==> src/hdl/psd_pkg.sv <==
// constants for the program and system control decoder
// assumes twelve-bit opcodes and a single instruction clock
package psd_pkg;
    localparam logic [11:0] OP_IDLE = 12'h000;
    localparam logic [11:0] OP_POWERDOWN = 12'h003;
    localparam logic [11:0] OP_SUB_EXIT = 12'h00C;
    localparam logic [11:0] OP_XPAGE_EXIT = 12'h00D;
    localparam logic [11:0] OP_IRQ_EXIT = 12'h00E;
    localparam logic [11:0] OP_IRQ_EXIT_TA = 12'h00F;
    localparam logic [11:0] OP_TABLE_FETCH = 12'h041;
    localparam logic [11:0] OP_MOV_PC_W = 12'h022;
    localparam logic [11:0] OP_ADD_PC_W = 12'h1E2;
    localparam logic [8:0] OP_PAGE_HI = 9'h002;
    localparam logic [8:0] OP_BANK_HI = 9'h003;
    localparam logic [3:0] OP_CALL_HI = 4'h9;
    localparam logic [3:0] OP_LIT_EXIT_HI = 4'h8;
    localparam logic [2:0] OP_BRANCH_HI = 3'h5;
    localparam logic [3:0] OP_CLRB_HI = 4'h4;
    localparam logic [3:0] OP_SETB_HI = 4'h5;
    localparam logic [3:0] OP_SNB_HI = 4'h6;
    localparam logic [3:0] OP_SB_HI = 4'h7;
    localparam logic [4:0] FA_PC = 5'h02;
    localparam logic [4:0] FA_STATUS = 5'h03;
    localparam int ST_CARRY = 0;
    localparam int ST_ZERO = 2;
    localparam int ST_POWERDOWN = 3;
    localparam int ST_TIMEOUT = 4;
    localparam int ST_PAGE_LO = 5;
    localparam int ST_PAGE_HI = 7;
    localparam int FSR_BANK_LO = 4;
    localparam int FSR_BANK_HI = 6;
    localparam logic [2:0] CYC_ONE = 3'h1;
    localparam logic [2:0] CYC_SKIP = 3'h2;
    localparam logic [2:0] CYC_FLOW = 3'h3;
    localparam logic [2:0] CYC_TABLE = 3'h4;
    localparam logic [2:0] TABLE_TAIL = 3'h1;
    // arbitrary entry address for interrupts
    localparam logic [11:0] IRQ_VECTOR = 12'h000;
    localparam logic [7:0] RST_STATUS = 8'h18;
    localparam logic [7:0] RST_BYTE = 8'h00;
    localparam logic [11:0] RST_PC = 12'h000;
    localparam logic [3:0] RST_MODE = 4'h0;
    localparam int STACK_DEPTH = 8;
    typedef enum logic [1:0] {
        PSD_RUN = 2'b00,
        PSD_WAIT = 2'b01,
        PSD_TABLE = 2'b10,
        PSD_SLEEP = 2'b11
    } psd_state_e;
endpackage

==> src/hdl/psd_decode.sv <==
// decoder and sequencer for program and system control opcodes
// assumes instruction memory and wake logic on the same clock as i_clk
//
// Contract
// - call pushes pc+1, loads low byte from literal, clears bit 8, page bits on top, three cycles.
// - branch loads nine literal bits and page bits on top, three cycles.
// - subroutine exit reloads pc from the stack top in three cycles with no flag change.
// - cross page exit copies stack bits 11:9 to page bits and reloads the whole pc.
// - irq exit restores w, status, file select, mode and pc from shadows in three cycles, keeping timeout and powerdown bits.
// - irq exit with timer adjust also adds w to the realtime counter.
// - literal exit loads w with the literal and pc from the stack top in three cycles.
// - bank select copies its three bit operand into file select bits 6:4 in one cycle.
// - table fetch reads the word at mode:w back into mode:w in four cycles.
// - page select copies its operand into status bits 7:5 in one cycle.
// - powerdown clears the watchdog, sets the timeout flag and stops the oscillator.
// - powerdown clears the powerdown flag and clears the prescaler when it serves the watchdog.
// - the all zero idle opcode takes one cycle and changes nothing.
// - the clear carry alias decodes as clearing bit 0 of status at file address 03.
// - a bit test skip on the status or pc byte costs one cycle when false and two when true, dropping the next word.
// - the skip alias tests pc bit 0 at file address 02 and always costs two cycles.
module psd_decode
    import psd_pkg::*;
(
    input wire logic i_clk,
    input wire logic i_sys_rst,
    input wire logic i_ce,
    input wire logic [11:0] i_instr,
    input wire logic i_instr_valid,
    input wire logic [11:0] i_table_data,
    input wire logic i_irq_take,
    input wire logic i_wake,
    input wire logic i_psa_wdt,
    output logic [11:0] o_pc,
    output logic [7:0] o_w,
    output logic [7:0] o_status,
    output logic [7:0] o_fsr,
    output logic [3:0] o_mode,
    output logic [7:0] o_realtime_counter_reg,
    output logic [7:0] o_wdt,
    output logic o_ready,
    output logic o_flush,
    output logic o_table_req,
    output logic [11:0] o_table_addr,
    output logic o_osc_stop,
    output logic o_prescaler_clr
);
    psd_state_e state_ff, nxt_state;
    logic [2:0] cnt_ff, nxt_cnt;
    logic [11:0] pc_ff, nxt_pc;
    logic [7:0] w_ff, nxt_w, status_ff, nxt_status, fsr_ff, nxt_fsr;
    logic [3:0] mode_ff, nxt_mode;
    logic [7:0] realtime_counter_reg_ff, nxt_realtime_counter_reg, wdt_ff, nxt_wdt;
    logic [11:0] sh_pc_ff, nxt_sh_pc;
    logic [7:0] sh_w_ff, nxt_sh_w, sh_status_ff, nxt_sh_status;
    logic [7:0] sh_fsr_ff, nxt_sh_fsr;
    logic [3:0] sh_mode_ff, nxt_sh_mode;
    logic ready_ff, nxt_ready, flush_ff, nxt_flush;
    logic treq_ff, nxt_treq, osc_stop_ff, nxt_osc_stop;
    logic pclr_ff, nxt_pclr;
    logic [11:0] taddr_ff, nxt_taddr;
    logic [11:0] stack_ff [STACK_DEPTH];
    logic [2:0] sp_ff, nxt_sp;
    logic push_en;
    logic [11:0] push_data, stack_top;
    logic take;
    logic [2:0] cost;

    function automatic logic bit_at(input logic [7:0] v, input logic [2:0] b);
        bit_at = v[b];
    endfunction

    assign take = ready_ff && i_instr_valid && !i_irq_take;
    assign stack_top = stack_ff[sp_ff - 3'h1];

    always_comb begin
        cost = CYC_ONE;
        nxt_state = state_ff;
        nxt_cnt = cnt_ff;
        nxt_pc = pc_ff;
        nxt_w = w_ff;
        nxt_status = status_ff;
        nxt_fsr = fsr_ff;
        nxt_mode = mode_ff;
        nxt_realtime_counter_reg = realtime_counter_reg_ff;
        nxt_wdt = wdt_ff + 8'h01;
        nxt_sh_pc = sh_pc_ff;
        nxt_sh_w = sh_w_ff;
        nxt_sh_status = sh_status_ff;
        nxt_sh_fsr = sh_fsr_ff;
        nxt_sh_mode = sh_mode_ff;
        nxt_flush = 1'b0;
        nxt_treq = 1'b0;
        nxt_taddr = taddr_ff;
        nxt_osc_stop = osc_stop_ff;
        nxt_pclr = 1'b0;
        nxt_sp = sp_ff;
        push_en = 1'b0;
        push_data = pc_ff + 12'h001;
        unique case (state_ff)
            PSD_RUN: begin
                if (i_irq_take) begin
                    nxt_sh_pc = pc_ff;
                    nxt_sh_w = w_ff;
                    nxt_sh_status = status_ff;
                    nxt_sh_fsr = fsr_ff;
                    nxt_sh_mode = mode_ff;
                    nxt_pc = IRQ_VECTOR;
                    cost = CYC_FLOW;
                end else if (i_instr_valid) begin
                    nxt_pc = pc_ff + 12'h001;
                    if (i_instr[11:8] == OP_CALL_HI) begin
                        push_en = 1'b1;
                        nxt_sp = sp_ff + 3'h1;
                        nxt_pc = {status_ff[ST_PAGE_HI:ST_PAGE_LO], 1'b0,
                                  i_instr[7:0]};
                        cost = CYC_FLOW;
                    end else if (i_instr[11:9] == OP_BRANCH_HI) begin
                        nxt_pc = {status_ff[ST_PAGE_HI:ST_PAGE_LO],
                                  i_instr[8:0]};
                        cost = CYC_FLOW;
                    end else if (i_instr[11:8] == OP_LIT_EXIT_HI) begin
                        nxt_w = i_instr[7:0];
                        nxt_pc = stack_top;
                        nxt_sp = sp_ff - 3'h1;
                        cost = CYC_FLOW;
                    end else if (i_instr == OP_SUB_EXIT ||
                                 i_instr == OP_XPAGE_EXIT) begin
                        nxt_pc = stack_top;
                        nxt_sp = sp_ff - 3'h1;
                        if (i_instr == OP_XPAGE_EXIT)
                            nxt_status[ST_PAGE_HI:ST_PAGE_LO] =
                                stack_top[11:9];
                        cost = CYC_FLOW;
                    end else if (i_instr == OP_IRQ_EXIT ||
                                 i_instr == OP_IRQ_EXIT_TA) begin
                        nxt_pc = sh_pc_ff;
                        nxt_w = sh_w_ff;
                        nxt_fsr = sh_fsr_ff;
                        nxt_mode = sh_mode_ff;
                        nxt_status = sh_status_ff;
                        nxt_status[ST_TIMEOUT] = status_ff[ST_TIMEOUT];
                        nxt_status[ST_POWERDOWN] = status_ff[ST_POWERDOWN];
                        if (i_instr == OP_IRQ_EXIT_TA)
                            nxt_realtime_counter_reg = realtime_counter_reg_ff + w_ff;
                        cost = CYC_FLOW;
                    end else if (i_instr[11:3] == OP_BANK_HI) begin
                        nxt_fsr[FSR_BANK_HI:FSR_BANK_LO] =
                            i_instr[2:0];
                    end else if (i_instr[11:3] == OP_PAGE_HI) begin
                        nxt_status[ST_PAGE_HI:ST_PAGE_LO] =
                            i_instr[2:0];
                    end else if (i_instr == OP_TABLE_FETCH) begin
                        nxt_treq = 1'b1;
                        nxt_taddr = {mode_ff, w_ff};
                        cost = CYC_TABLE;
                    end else if (i_instr == OP_POWERDOWN) begin
                        nxt_wdt = 8'h00;
                        nxt_status[ST_TIMEOUT] = 1'b1;
                        nxt_osc_stop = 1'b1;
                        nxt_status[ST_POWERDOWN] = 1'b0;
                        nxt_pclr = i_psa_wdt;
                    end else if (i_instr == OP_MOV_PC_W ||
                                 i_instr == OP_ADD_PC_W) begin
                        nxt_pc = {status_ff[ST_PAGE_HI:ST_PAGE_LO], 1'b0,
                                  (i_instr == OP_ADD_PC_W) ?
                                  pc_ff[7:0] + w_ff : w_ff};
                        cost = CYC_FLOW;
                    end else if (i_instr[11:10] == 2'b01 &&
                                 (i_instr[4:0] == FA_STATUS ||
                                  i_instr[4:0] == FA_PC)) begin
                        // bit ops here only reach the pc and status bytes
                        if (i_instr[11:9] == 3'b010) begin
                            if (i_instr[4:0] == FA_STATUS)
                                nxt_status[i_instr[7:5]] =
                                    i_instr[8];
                            else begin
                                nxt_pc = {status_ff[ST_PAGE_HI:ST_PAGE_LO],
                                          1'b0, pc_ff[7:0]};
                                nxt_pc[i_instr[7:5]] = i_instr[8];
                                cost = CYC_FLOW;
                            end
                        end else if ((i_instr[4:0] == FA_STATUS ?
                                      bit_at(status_ff, i_instr[7:5]) :
                                      bit_at(pc_ff[7:0], i_instr[7:5]))
                                     == i_instr[8]) begin
                            nxt_pc = pc_ff + 12'h002;
                            cost = CYC_SKIP;
                        end
                    end
                    // the idle opcode falls through every arm
                end
                if (i_instr_valid || i_irq_take) begin
                    if (take && i_instr == OP_POWERDOWN)
                        nxt_state = PSD_SLEEP;
                    else if (cost == CYC_TABLE) begin
                        nxt_state = PSD_TABLE;
                        nxt_flush = 1'b1;
                    end else if (cost != CYC_ONE) begin
                        nxt_state = PSD_WAIT;
                        nxt_cnt = cost - 3'h2;
                        nxt_flush = 1'b1;
                    end
                end
            end
            PSD_WAIT: begin
                if (cnt_ff == 3'h0)
                    nxt_state = PSD_RUN;
                else
                    nxt_cnt = cnt_ff - 3'h1;
            end
            PSD_TABLE: begin
                nxt_mode = i_table_data[11:8];
                nxt_w = i_table_data[7:0];
                nxt_state = PSD_WAIT;
                nxt_cnt = TABLE_TAIL;
            end
            PSD_SLEEP: begin
                if (i_wake) begin
                    nxt_state = PSD_RUN;
                    nxt_osc_stop = 1'b0;
                end
            end
        endcase
        nxt_ready = (nxt_state == PSD_RUN);
    end

    always_ff @(posedge i_clk) begin
        if (i_sys_rst) begin
            state_ff <= PSD_RUN;
            cnt_ff <= 3'h0;
            pc_ff <= RST_PC;
            w_ff <= RST_BYTE;
            status_ff <= RST_STATUS;
            fsr_ff <= RST_BYTE;
            mode_ff <= RST_MODE;
            realtime_counter_reg_ff <= RST_BYTE;
            wdt_ff <= RST_BYTE;
            sh_pc_ff <= RST_PC;
            sh_w_ff <= RST_BYTE;
            sh_status_ff <= RST_STATUS;
            sh_fsr_ff <= RST_BYTE;
            sh_mode_ff <= RST_MODE;
            ready_ff <= 1'b1;
            flush_ff <= 1'b0;
            treq_ff <= 1'b0;
            taddr_ff <= RST_PC;
            osc_stop_ff <= 1'b0;
            pclr_ff <= 1'b0;
            sp_ff <= 3'h0;
        end else if (i_ce) begin
            state_ff <= nxt_state;
            cnt_ff <= nxt_cnt;
            pc_ff <= nxt_pc;
            w_ff <= nxt_w;
            status_ff <= nxt_status;
            fsr_ff <= nxt_fsr;
            mode_ff <= nxt_mode;
            realtime_counter_reg_ff <= nxt_realtime_counter_reg;
            wdt_ff <= nxt_wdt;
            sh_pc_ff <= nxt_sh_pc;
            sh_w_ff <= nxt_sh_w;
            sh_status_ff <= nxt_sh_status;
            sh_fsr_ff <= nxt_sh_fsr;
            sh_mode_ff <= nxt_sh_mode;
            ready_ff <= nxt_ready;
            flush_ff <= nxt_flush;
            treq_ff <= nxt_treq;
            taddr_ff <= nxt_taddr;
            osc_stop_ff <= nxt_osc_stop;
            pclr_ff <= nxt_pclr;
            sp_ff <= nxt_sp;
        end
    end

    // stack contents carry no reset; the pointer alone defines them
    always_ff @(posedge i_clk) begin
        if (i_ce && !i_sys_rst && push_en)
            stack_ff[sp_ff] <= push_data;
    end

    assign o_pc = pc_ff;
    assign o_w = w_ff;
    assign o_status = status_ff;
    assign o_fsr = fsr_ff;
    assign o_mode = mode_ff;
    assign o_realtime_counter_reg = realtime_counter_reg_ff;
    assign o_wdt = wdt_ff;
    assign o_ready = ready_ff;
    assign o_flush = flush_ff;
    assign o_table_req = treq_ff;
    assign o_table_addr = taddr_ff;
    assign o_osc_stop = osc_stop_ff;
    assign o_prescaler_clr = pclr_ff;

    logic tk;
    assign tk = take && i_ce;

    call_target_a: assert property (@(posedge i_clk) disable iff (i_sys_rst)
        tk && i_instr[11:8] == OP_CALL_HI |=> pc_ff == {$past(status_ff[7:5]),
        1'b0, $past(i_instr[7:0])} && stack_top == $past(pc_ff) + 12'h001)
        else $error("call target or push wrong");
    branch_time_a: assert property (@(posedge i_clk) disable iff (i_sys_rst)
        tk && i_instr[11:9] == OP_BRANCH_HI |=>
        !ready_ff ##1 !ready_ff ##1 ready_ff)
        else $error("branch not three cycles");
    sub_exit_a: assert property (@(posedge i_clk) disable iff (i_sys_rst)
        tk && i_instr == OP_SUB_EXIT |=> pc_ff == $past(stack_top)
        && status_ff == $past(status_ff))
        else $error("subroutine exit wrong");
    xpage_exit_a: assert property (@(posedge i_clk) disable iff (i_sys_rst)
        tk && i_instr == OP_XPAGE_EXIT |=>
        status_ff[7:5] == $past(stack_top[11:9]))
        else $error("cross page bits wrong");
    irq_keep_a: assert property (@(posedge i_clk) disable iff (i_sys_rst)
        tk && i_instr == OP_IRQ_EXIT |=> pc_ff == $past(sh_pc_ff) &&
        status_ff[4:3] == $past(status_ff[4:3]) && w_ff == $past(sh_w_ff))
        else $error("irq exit restore wrong");
    realtime_counter_reg_adjust_a: assert property (@(posedge i_clk) disable iff (i_sys_rst)
        tk && i_instr == OP_IRQ_EXIT_TA |=>
        realtime_counter_reg_ff == $past(realtime_counter_reg_ff) + $past(w_ff))
        else $error("realtime counter not adjusted");
    bank_load_a: assert property (@(posedge i_clk) disable iff (i_sys_rst)
        tk && i_instr[11:3] == OP_BANK_HI |=>
        fsr_ff[6:4] == $past(i_instr[2:0]) && ready_ff)
        else $error("bank select wrong");
    table_back_a: assert property (@(posedge i_clk) disable iff (i_sys_rst)
        tk && i_instr == OP_TABLE_FETCH |=> o_table_req &&
        o_table_addr == {$past(mode_ff), $past(w_ff)} && !ready_ff)
        else $error("table fetch address wrong");
    powerdown_a: assert property (@(posedge i_clk) disable iff (i_sys_rst)
        tk && i_instr == OP_POWERDOWN |=> wdt_ff == 8'h00 && osc_stop_ff
        && status_ff[4] && !status_ff[3] && pclr_ff == $past(i_psa_wdt))
        else $error("powerdown effects wrong");
    idle_quiet_a: assert property (@(posedge i_clk) disable iff (i_sys_rst)
        tk && i_instr == OP_IDLE |=> ready_ff && !flush_ff &&
        pc_ff == $past(pc_ff) + 12'h001 && status_ff == $past(status_ff))
        else $error("idle opcode changed state");
    skip_cost_a: assert property (@(posedge i_clk) disable iff (i_sys_rst)
        tk && i_instr[11:9] == 3'b011 && i_instr[4:0] == FA_PC &&
        pc_ff[i_instr[7:5]] == i_instr[8] |=> !ready_ff &&
        pc_ff == $past(pc_ff) + 12'h002)
        else $error("skip not taken");
endmodule

==> config.mk <==
export PLATFORM = sky130hd
export DESIGN_NAME = psd_decode
export DESIGN_NICKNAME = d
export VERILOG_FILES = /design/src/hdl/psd_pkg.sv /design/src/hdl/psd_decode.sv
export SDC_FILE = /design/constraint.sdc
export NUM_CORES = 1
export LEC_CHECK = 0
export ABC_CLOCK_PERIOD_IN_PS = 4200
export BUFFER_PORTS_ARGS = -buffer_cell sky130_fd_sc_hd__buf_2
export CAP_MARGIN = 20
export CELL_PAD_IN_SITES_DETAIL_PLACEMENT = 0
export CELL_PAD_IN_SITES_GLOBAL_PLACEMENT = 1
export CORE_ASPECT_RATIO = 1.1
export CORE_UTILIZATION = 25
export CTS_CLUSTER_DIAMETER = 80
export CTS_CLUSTER_SIZE = 16
export DETAILED_ROUTE_END_ITERATION = 8
export PLACE_DENSITY_LB_ADDON = 0.08
export SYNTH_ARGS = -nofsm -noshare
export SYNTH_HDL_FRONTEND = slang
export SYNTH_SLANG_ARGS = --single-unit
==> constraint.sdc <==
create_clock -name i_clk -period 4.2 [get_ports i_clk]
set_input_delay 0.42 -clock i_clk [delete_from_list [all_inputs] [get_ports i_clk]]
set_output_delay 0.42 -clock i_clk [all_outputs]
set_load 0.02 [all_outputs]
Word level (Yosys, flattened, before mapping)
Memory sizes are Yosys's and may differ from the RTL's.
Cells that the tools add are included.

storage, ports and cells
  RAM bits = 96
  memories = 1
  register bits = 121
  input port bits = 31
  output and inout bits = 73

cells by class
  bitwise logic cells = 9
  reductions and logical operators = 47
  equal/unequal tests = 55
  magnitude comparators = 3
  mux-type cells = 153
  $add $sub $neg = 9

memories
  memory    words  width  read ports  clocked after memory_dff  wr ports  RTL line          RTL
  stack_ff  8      12     1           0                         1         psd_decode.sv:61  logic [11:0] stack_ff [STACK_DEPTH];

operators with widths
  cell                                                   number
  two-way mux 8 bit                                      27
  two-way mux 12 bit                                     16
  two-way mux 3 bit                                      31
  two-way mux 1 bit                                      51
  != test 2 bit (second input constant)                  25
  equality test 12 x 4 -> 1 bit (second input constant)  4
  AND reduction 16 bit                                   2
  two-way mux 4 bit                                      7
  AND reduction 9 bit                                    3
  nonzero test 2 bit                                     10
  equality test 9 x 2 -> 1 bit (second input constant)   2
  two-way mux 2 bit                                      9
  adder 8 bit                                            2
  one-hot mux 8 bit (2 select lines)                     1
  AND reduction 15 bit                                   1
  AND reduction 14 bit                                   1
  adder 12 x 1 -> 12 bit (second input constant)         1
  adder 12 x 2 -> 12 bit (second input constant)         1
  bitwise mux 12 bit                                     1
  equality test 12 x 2 -> 1 bit (second input constant)  1
  equality test 12 x 6 -> 1 bit (second input constant)  1
  equality test 12 x 7 -> 1 bit (second input constant)  1
  equality test 12 x 9 -> 1 bit (second input constant)  1
  != test 4 bit (second input constant)                  3
  39 further kinds                                       74

Depth between registers and ports, before layout
  depth in word-level cells = 27
  depth in mapped cells = 13

Worst setup path after synthesis
OpenSTA, ideal clock, no wires.

  kind = reg-to-reg
  start = register sp_ff[0]
  end = register pc_ff[10] (netlist: o_pc[10])
  buffers on the path = 4
  cell stages (with the launch flop) = 12
  arrival time = 3.204 ns
  path slack = 0.861 ns
  setup time = 0.134 ns
  clock period less this slack = 3.339 ns
  path through = dfxtp_1 clkbuf_1 clkbuf_1 inv_1 ha_1 clkbuf_1 clkbuf_1 mux4_2 mux2i_1 o21ai_0 a222oi_1 a211oi_1

between the ends
  longest elaborated chain between the ends = 8

ends and longest elaborated chain
  what                         RTL line           RTL
  start, declared              psd_decode.sv:62   logic [2:0] sp_ff, nxt_sp;
  start signal, assigned       psd_decode.sv:271  sp_ff <= nxt_sp;
  subtractor 3 x 1 -> 3 bit *  psd_decode.sv:73   assign stack_top = stack_ff[sp_ff - 3'h1];
  memory read (8 x 12 bit) *   n/a
  two-way mux 12 bit           psd_decode.sv:126  end else if (i_instr == OP_SUB_EXIT ||
  two-way mux 12 bit *         psd_decode.sv:121  end else if (i_instr[11:8] == OP_LIT_EXIT_HI) begin
  two-way mux 12 bit *         psd_decode.sv:117  end else if (i_instr[11:9] == OP_BRANCH_HI) begin
  two-way mux 12 bit *         psd_decode.sv:111  if (i_instr[11:8] == OP_CALL_HI) begin
  two-way mux 12 bit *         psd_decode.sv:109  end else if (i_instr_valid) begin
  two-way mux 12 bit *         psd_decode.sv:101  if (i_irq_take) begin
  end signal, assigned         psd_decode.sv:253  pc_ff <= nxt_pc;
  end, declared                psd_decode.sv:49   logic [11:0] pc_ff, nxt_pc;

Every way passes the cells marked *; elsewhere a longest branch is shown, timed or not. The select of a mux whose other input is x is not followed.
A chain may end at the register's enable or synchronous reset.

Worst setup path after layout
  start = register pc_ff[1] (netlist: o_pc[1])
  end = register ready_ff (netlist: o_ready)

between the ends
  longest elaborated chain between the ends = 27

ends and longest elaborated chain
  what                                       RTL line           RTL
  binary-select mux 1 bit (select 3 bit) *   psd_decode.sv:69   bit_at = v[b];
  two-way mux 1 bit (implied by the code) *  psd_decode.sv:69
  two-way mux 1 bit *                        psd_decode.sv:182  end else if ((i_instr[4:0] == FA_STATUS ?
  equality test 1 bit *                      psd_decode.sv:185  == i_instr[8]) begin
  two-way mux 2 bit *                        psd_decode.sv:182
  two-way mux 3 bit *                        psd_decode.sv:172  if (i_instr[11:9] == 3'b010) begin
  two-way mux 3 bit *                        psd_decode.sv:168  end else if (i_instr[11:10] == 2'b01 &&
  two-way mux 3 bit *                        psd_decode.sv:162  end else if (i_instr == OP_MOV_PC_W ||
  [11 not listed]                            n/a
  two-way mux 3 bit *                        psd_decode.sv:99   unique case (state_ff)
  != test 3 x 1 -> 1 bit                     psd_decode.sv:198  end else if (cost != CYC_ONE) begin
  two-way mux 2 bit                          psd_decode.sv:198
  two-way mux 2 bit *                        psd_decode.sv:195  else if (cost == CYC_TABLE) begin
  two-way mux 2 bit *                        psd_decode.sv:193  if (take && i_instr == OP_POWERDOWN)
  two-way mux 2 bit *                        psd_decode.sv:192  if (i_instr_valid || i_irq_take) begin
  one-hot mux 2 bit (4 select lines) *       psd_decode.sv:99
  logical NOT 2 bit *                        psd_decode.sv:224  nxt_ready = (nxt_state == PSD_RUN);
  end signal, assigned                       psd_decode.sv:265  ready_ff <= nxt_ready;
  end, declared                              psd_decode.sv:57   logic ready_ff, nxt_ready, flush_ff, nxt_flush;

Marked as above.

==> reports/summary.txt <==
All-Layer GR Usage - 19.1%
outcome - finished clean
Buffers & Inverters on Critical Path - 0
final net count - 1370
Num Clock Sinks - 215
worst reg2reg endpoint - o_ready$_SDFFE_PP1P_
most used standard cells in the synthesized netlist - 189 x sky130_fd_sc_hd__nand2_1, 141 x sky130_fd_sc_hd__nor2_1, 119 x sky130_fd_sc_hd__dfxtp_1
clock period minus final worst setup slack - 3200 ps
initial drt markers - 627
Max Freq - 0.313 GHz
final setup violating endpoints - 0
number of antenna violations at the first check in global routing - 0
Hold Violations, Final - 0
chain of cells forming the critical path - mux2_1 -> a221oi_1 -> a21oi_1 -> a2bb2oi_4 -> mux2i_2 -> nand3_2 -> o311a_1 -> a221o_1
post-synthesis average cell area - 9.36 µm²
number of vias per cell after detailed routing - 5.00
Filler Cells Inserted - 4711
vias - 9533
final routed wirelength across all metal layers - 43900 µm
category of the most critical setup path - flip-flop to flip-flop
number of instances in the synthesized netlist - 1204
DPL Wire Length - 31700 µm
PD cells - 350 nW/µm²
most common cell in the netlist - sky130_fd_sc_hd__nand2_1
total clock buffers created by CTS - 21
setup repair after global routing missed its margin - no
Crit-path slowest cell - sky130_fd_sc_hd__dfxtp_1
count of flip-flops with a built-in enable after synthesis - 96
die width - 204 µm
Worst IR Drop VDD - 0.276 mV
WL per Instance - 23.0 µm
Synth cell types - 83
crit start category - flip-flop
part of the cycle the worst path needs - 76.1%
worst r2r path cells - 8
Placer Congestion - 0.869
Final Util - 30.1%
clock edge transition at the registers on the reported setup and hold paths - 70 ps
starting density of the core - 25.3%
number of buffers inserted by hold repair at cts - 0
Clock Skews - 20.5 ps
buffers inserted by post-CTS timing repair - 0
slew at the pin closest to its max-slew limit - 1090 ps
number of antenna repair diodes - 0
Die Height - 225 µm
total die area - 45900 µm²
number of I/O port buffers - 103
netlist area before placement - 11300 µm²
CP top delay family - compound AO/OA/AOI/OAI gates
worst hold path type - input pin to flip-flop
critical path peak fanout - 7
floorplan core area - 44500 µm²
layout cell share with drive strength beyond 1 - 18.6%
register with the highest flop count - stack_ff
number of nets with antenna violations after routing - 0
number of pins with negative max-slew slack in the final report - 0
largest net degree at the start of global routing - 88
H-Tree Depth - 1
R2R Path Start - o_pc[1]$_SDFFE_PP0P_
dominant cell type by area after synthesis - sky130_fd_sc_hd__edfxtp_1
I/O Pins - 104
reg-to-reg slack, setup - 1000 ps
Mapped Nets - 1263
Worst Hold Path Cells - 3
count of warnings emitted by yosys - 0
global-route wire length before repair - 64800 µm
PostCTS Resize Cnt - 0
maximum capacitance violations - 0
arrival time at the worst endpoint - 3640 ps
flip-flop count of the largest register, all copies and words added - 96
Crit path required time - 4640 ps
CP peak stage delay - 610 ps
overflow left after global routing - 0
clock tree root driver cell - sky130_fd_sc_hd__clkbuf_16
Primary FF master, synth - sky130_fd_sc_hd__dfxtp_1
Hold Crit Start - i_psa_wdt
via count of the first global-routing pass - 9557
post-synthesis register bit count - 215
number of standard-cell rows in the floorplan - 81
fraction of the yosys area taken by sequential cells - 46.7%
clock latency at the later pin of the worst-skew pair - 550 ps
total iterations of the first detailed-routing run - 4
accumulated negative setup slack - 0 ps
share of flip-flops with an asynchronous set or reset - 0%
TritonCTS clock tree - yes
layout overhead on the synthesized area - 18.9%
Max Buffers Root-to-Sink - 3
synth top area cells - sky130_fd_sc_hd__edfxtp_1 26%, sky130_fd_sc_hd__dfxtp_1 21%, sky130_fd_sc_hd__nand2_1 6.3%
worst hold slack after final layout - 124 ps
Yosys top cell area share - 25.6%
destination of the worst hold path - o_prescaler_clr$_SDFFE_PP0P_
kind of capture point of the worst setup path - flip-flop
Slew headroom - 27.3%
remaining design rule violation count - 0
leakage dissipation - 5.08 nW
[layout make-up]
type	instances	area [µm²]	area share, %
Clock buffer	26	566	4.22
Tap cell	581	727	5.42
Multi-Input combinational cell	888	5620	41.9
Inverter	25	93.8	0.700
Clock inverter	12	178	1.33
Sequential cell	215	5270	39.3
Timing Repair Buffer	160	958	7.15
[layer usage]
metal  vias up  GRT usage (%)  share of wire, %
li1       4571              -                 -
met1      4706           24.9                45
met2       202           32.8                49
met3        54           2.42               4.1
met4         0           5.27               2.3
met5         -              0                 0
[report_power, final]
| part | switching (mW) | total, mW | internal [mW] |
|---|---|---|---|
| logic | 0.271 | 0.381 | 0.110 |
| clock network | 0.937 | 2.11 | 1.17 |
| registers | 0.0149 | 2.20 | 2.18 |
[placed cells by master (no fill, tap or decap), types with 12 or more instances in the layout]
cell type / n
sky130_fd_sc_hd__a211oi_1: 19
sky130_fd_sc_hd__inv_1: 25
sky130_fd_sc_hd__edfxtp_1: 96
sky130_fd_sc_hd__clkbuf_16: 22
sky130_fd_sc_hd__nand3_1: 29
sky130_fd_sc_hd__mux4_2: 24
sky130_fd_sc_hd__nor2b_1: 12
sky130_fd_sc_hd__ha_1: 26
sky130_fd_sc_hd__buf_4: 57
sky130_fd_sc_hd__mux2i_1: 38
sky130_fd_sc_hd__nor2_1: 141
sky130_fd_sc_hd__xnor2_1: 18
sky130_fd_sc_hd__dfxtp_1: 118
sky130_fd_sc_hd__xor2_1: 21
sky130_fd_sc_hd__nand2_1: 189
sky130_fd_sc_hd__buf_2: 102
sky130_fd_sc_hd__nor3_1: 23
sky130_fd_sc_hd__o21ai_0: 61
sky130_fd_sc_hd__a21oi_1: 116
[tightest hold or removal path, cell delays in order]
cell                      delay, ps
sky130_fd_sc_hd__buf_2           70
sky130_fd_sc_hd__a32oi_1         70
sky130_fd_sc_hd__nor2_1          70
[metrics by stage]
| stage | setup slack (ps) | power [mW] | cell area (µm²) | instances |
|---|---|---|---|---|
| global route | 950 | 4.86 | 13400 | 1907 |
| detailed placement | 730 | 2.63 | 12700 | 1869 |
| global placement | 815 | 2.63 | 12700 | 1869 |
| finish | 1000 | 4.69 | 13400 | 1907 |
| CTS | 1000 | 4.76 | 13400 | 1907 |
| floorplan | 861 | 2.47 | 11300 | 1204 |
[cell families after synthesis]
kind of cell | Yosys count | share of synthesized area, %
xor+xnor | 40 | 3.17
buf+inv | 101 | 3.62
flops | 215 | 46.7
compound gates | 286 | 15.9
simple gates | 466 | 18.6
fa+ha+maj | 28 | 3.24
mux | 68 | 8.79
[how the worst max path moves through the flow]
stage | start | endpoint | slack, ps | depth (start not counted)
2_1_floorplan | sp_ff[0]$_SDFFE_PP0P_ | o_pc[10]$_SDFFE_PP0P_ | 860 | 11
3_3_place_gp | i_instr[5] | o_ready$_SDFFE_PP1P_ | 820 | 8
3_5_place_dp | i_instr[6] | o_ready$_SDFFE_PP1P_ | 730 | 8
4_1_cts | o_pc[1]$_SDFFE_PP0P_ | o_ready$_SDFFE_PP1P_ | 1000 | 8
5_1_grt | o_pc[1]$_SDFFE_PP0P_ | o_ready$_SDFFE_PP1P_ | 950 | 8
6_report | o_pc[1]$_SDFFE_PP0P_ | o_ready$_SDFFE_PP1P_ | 1000 | 8
No activity file was read; power rests on OpenSTA's default activity.
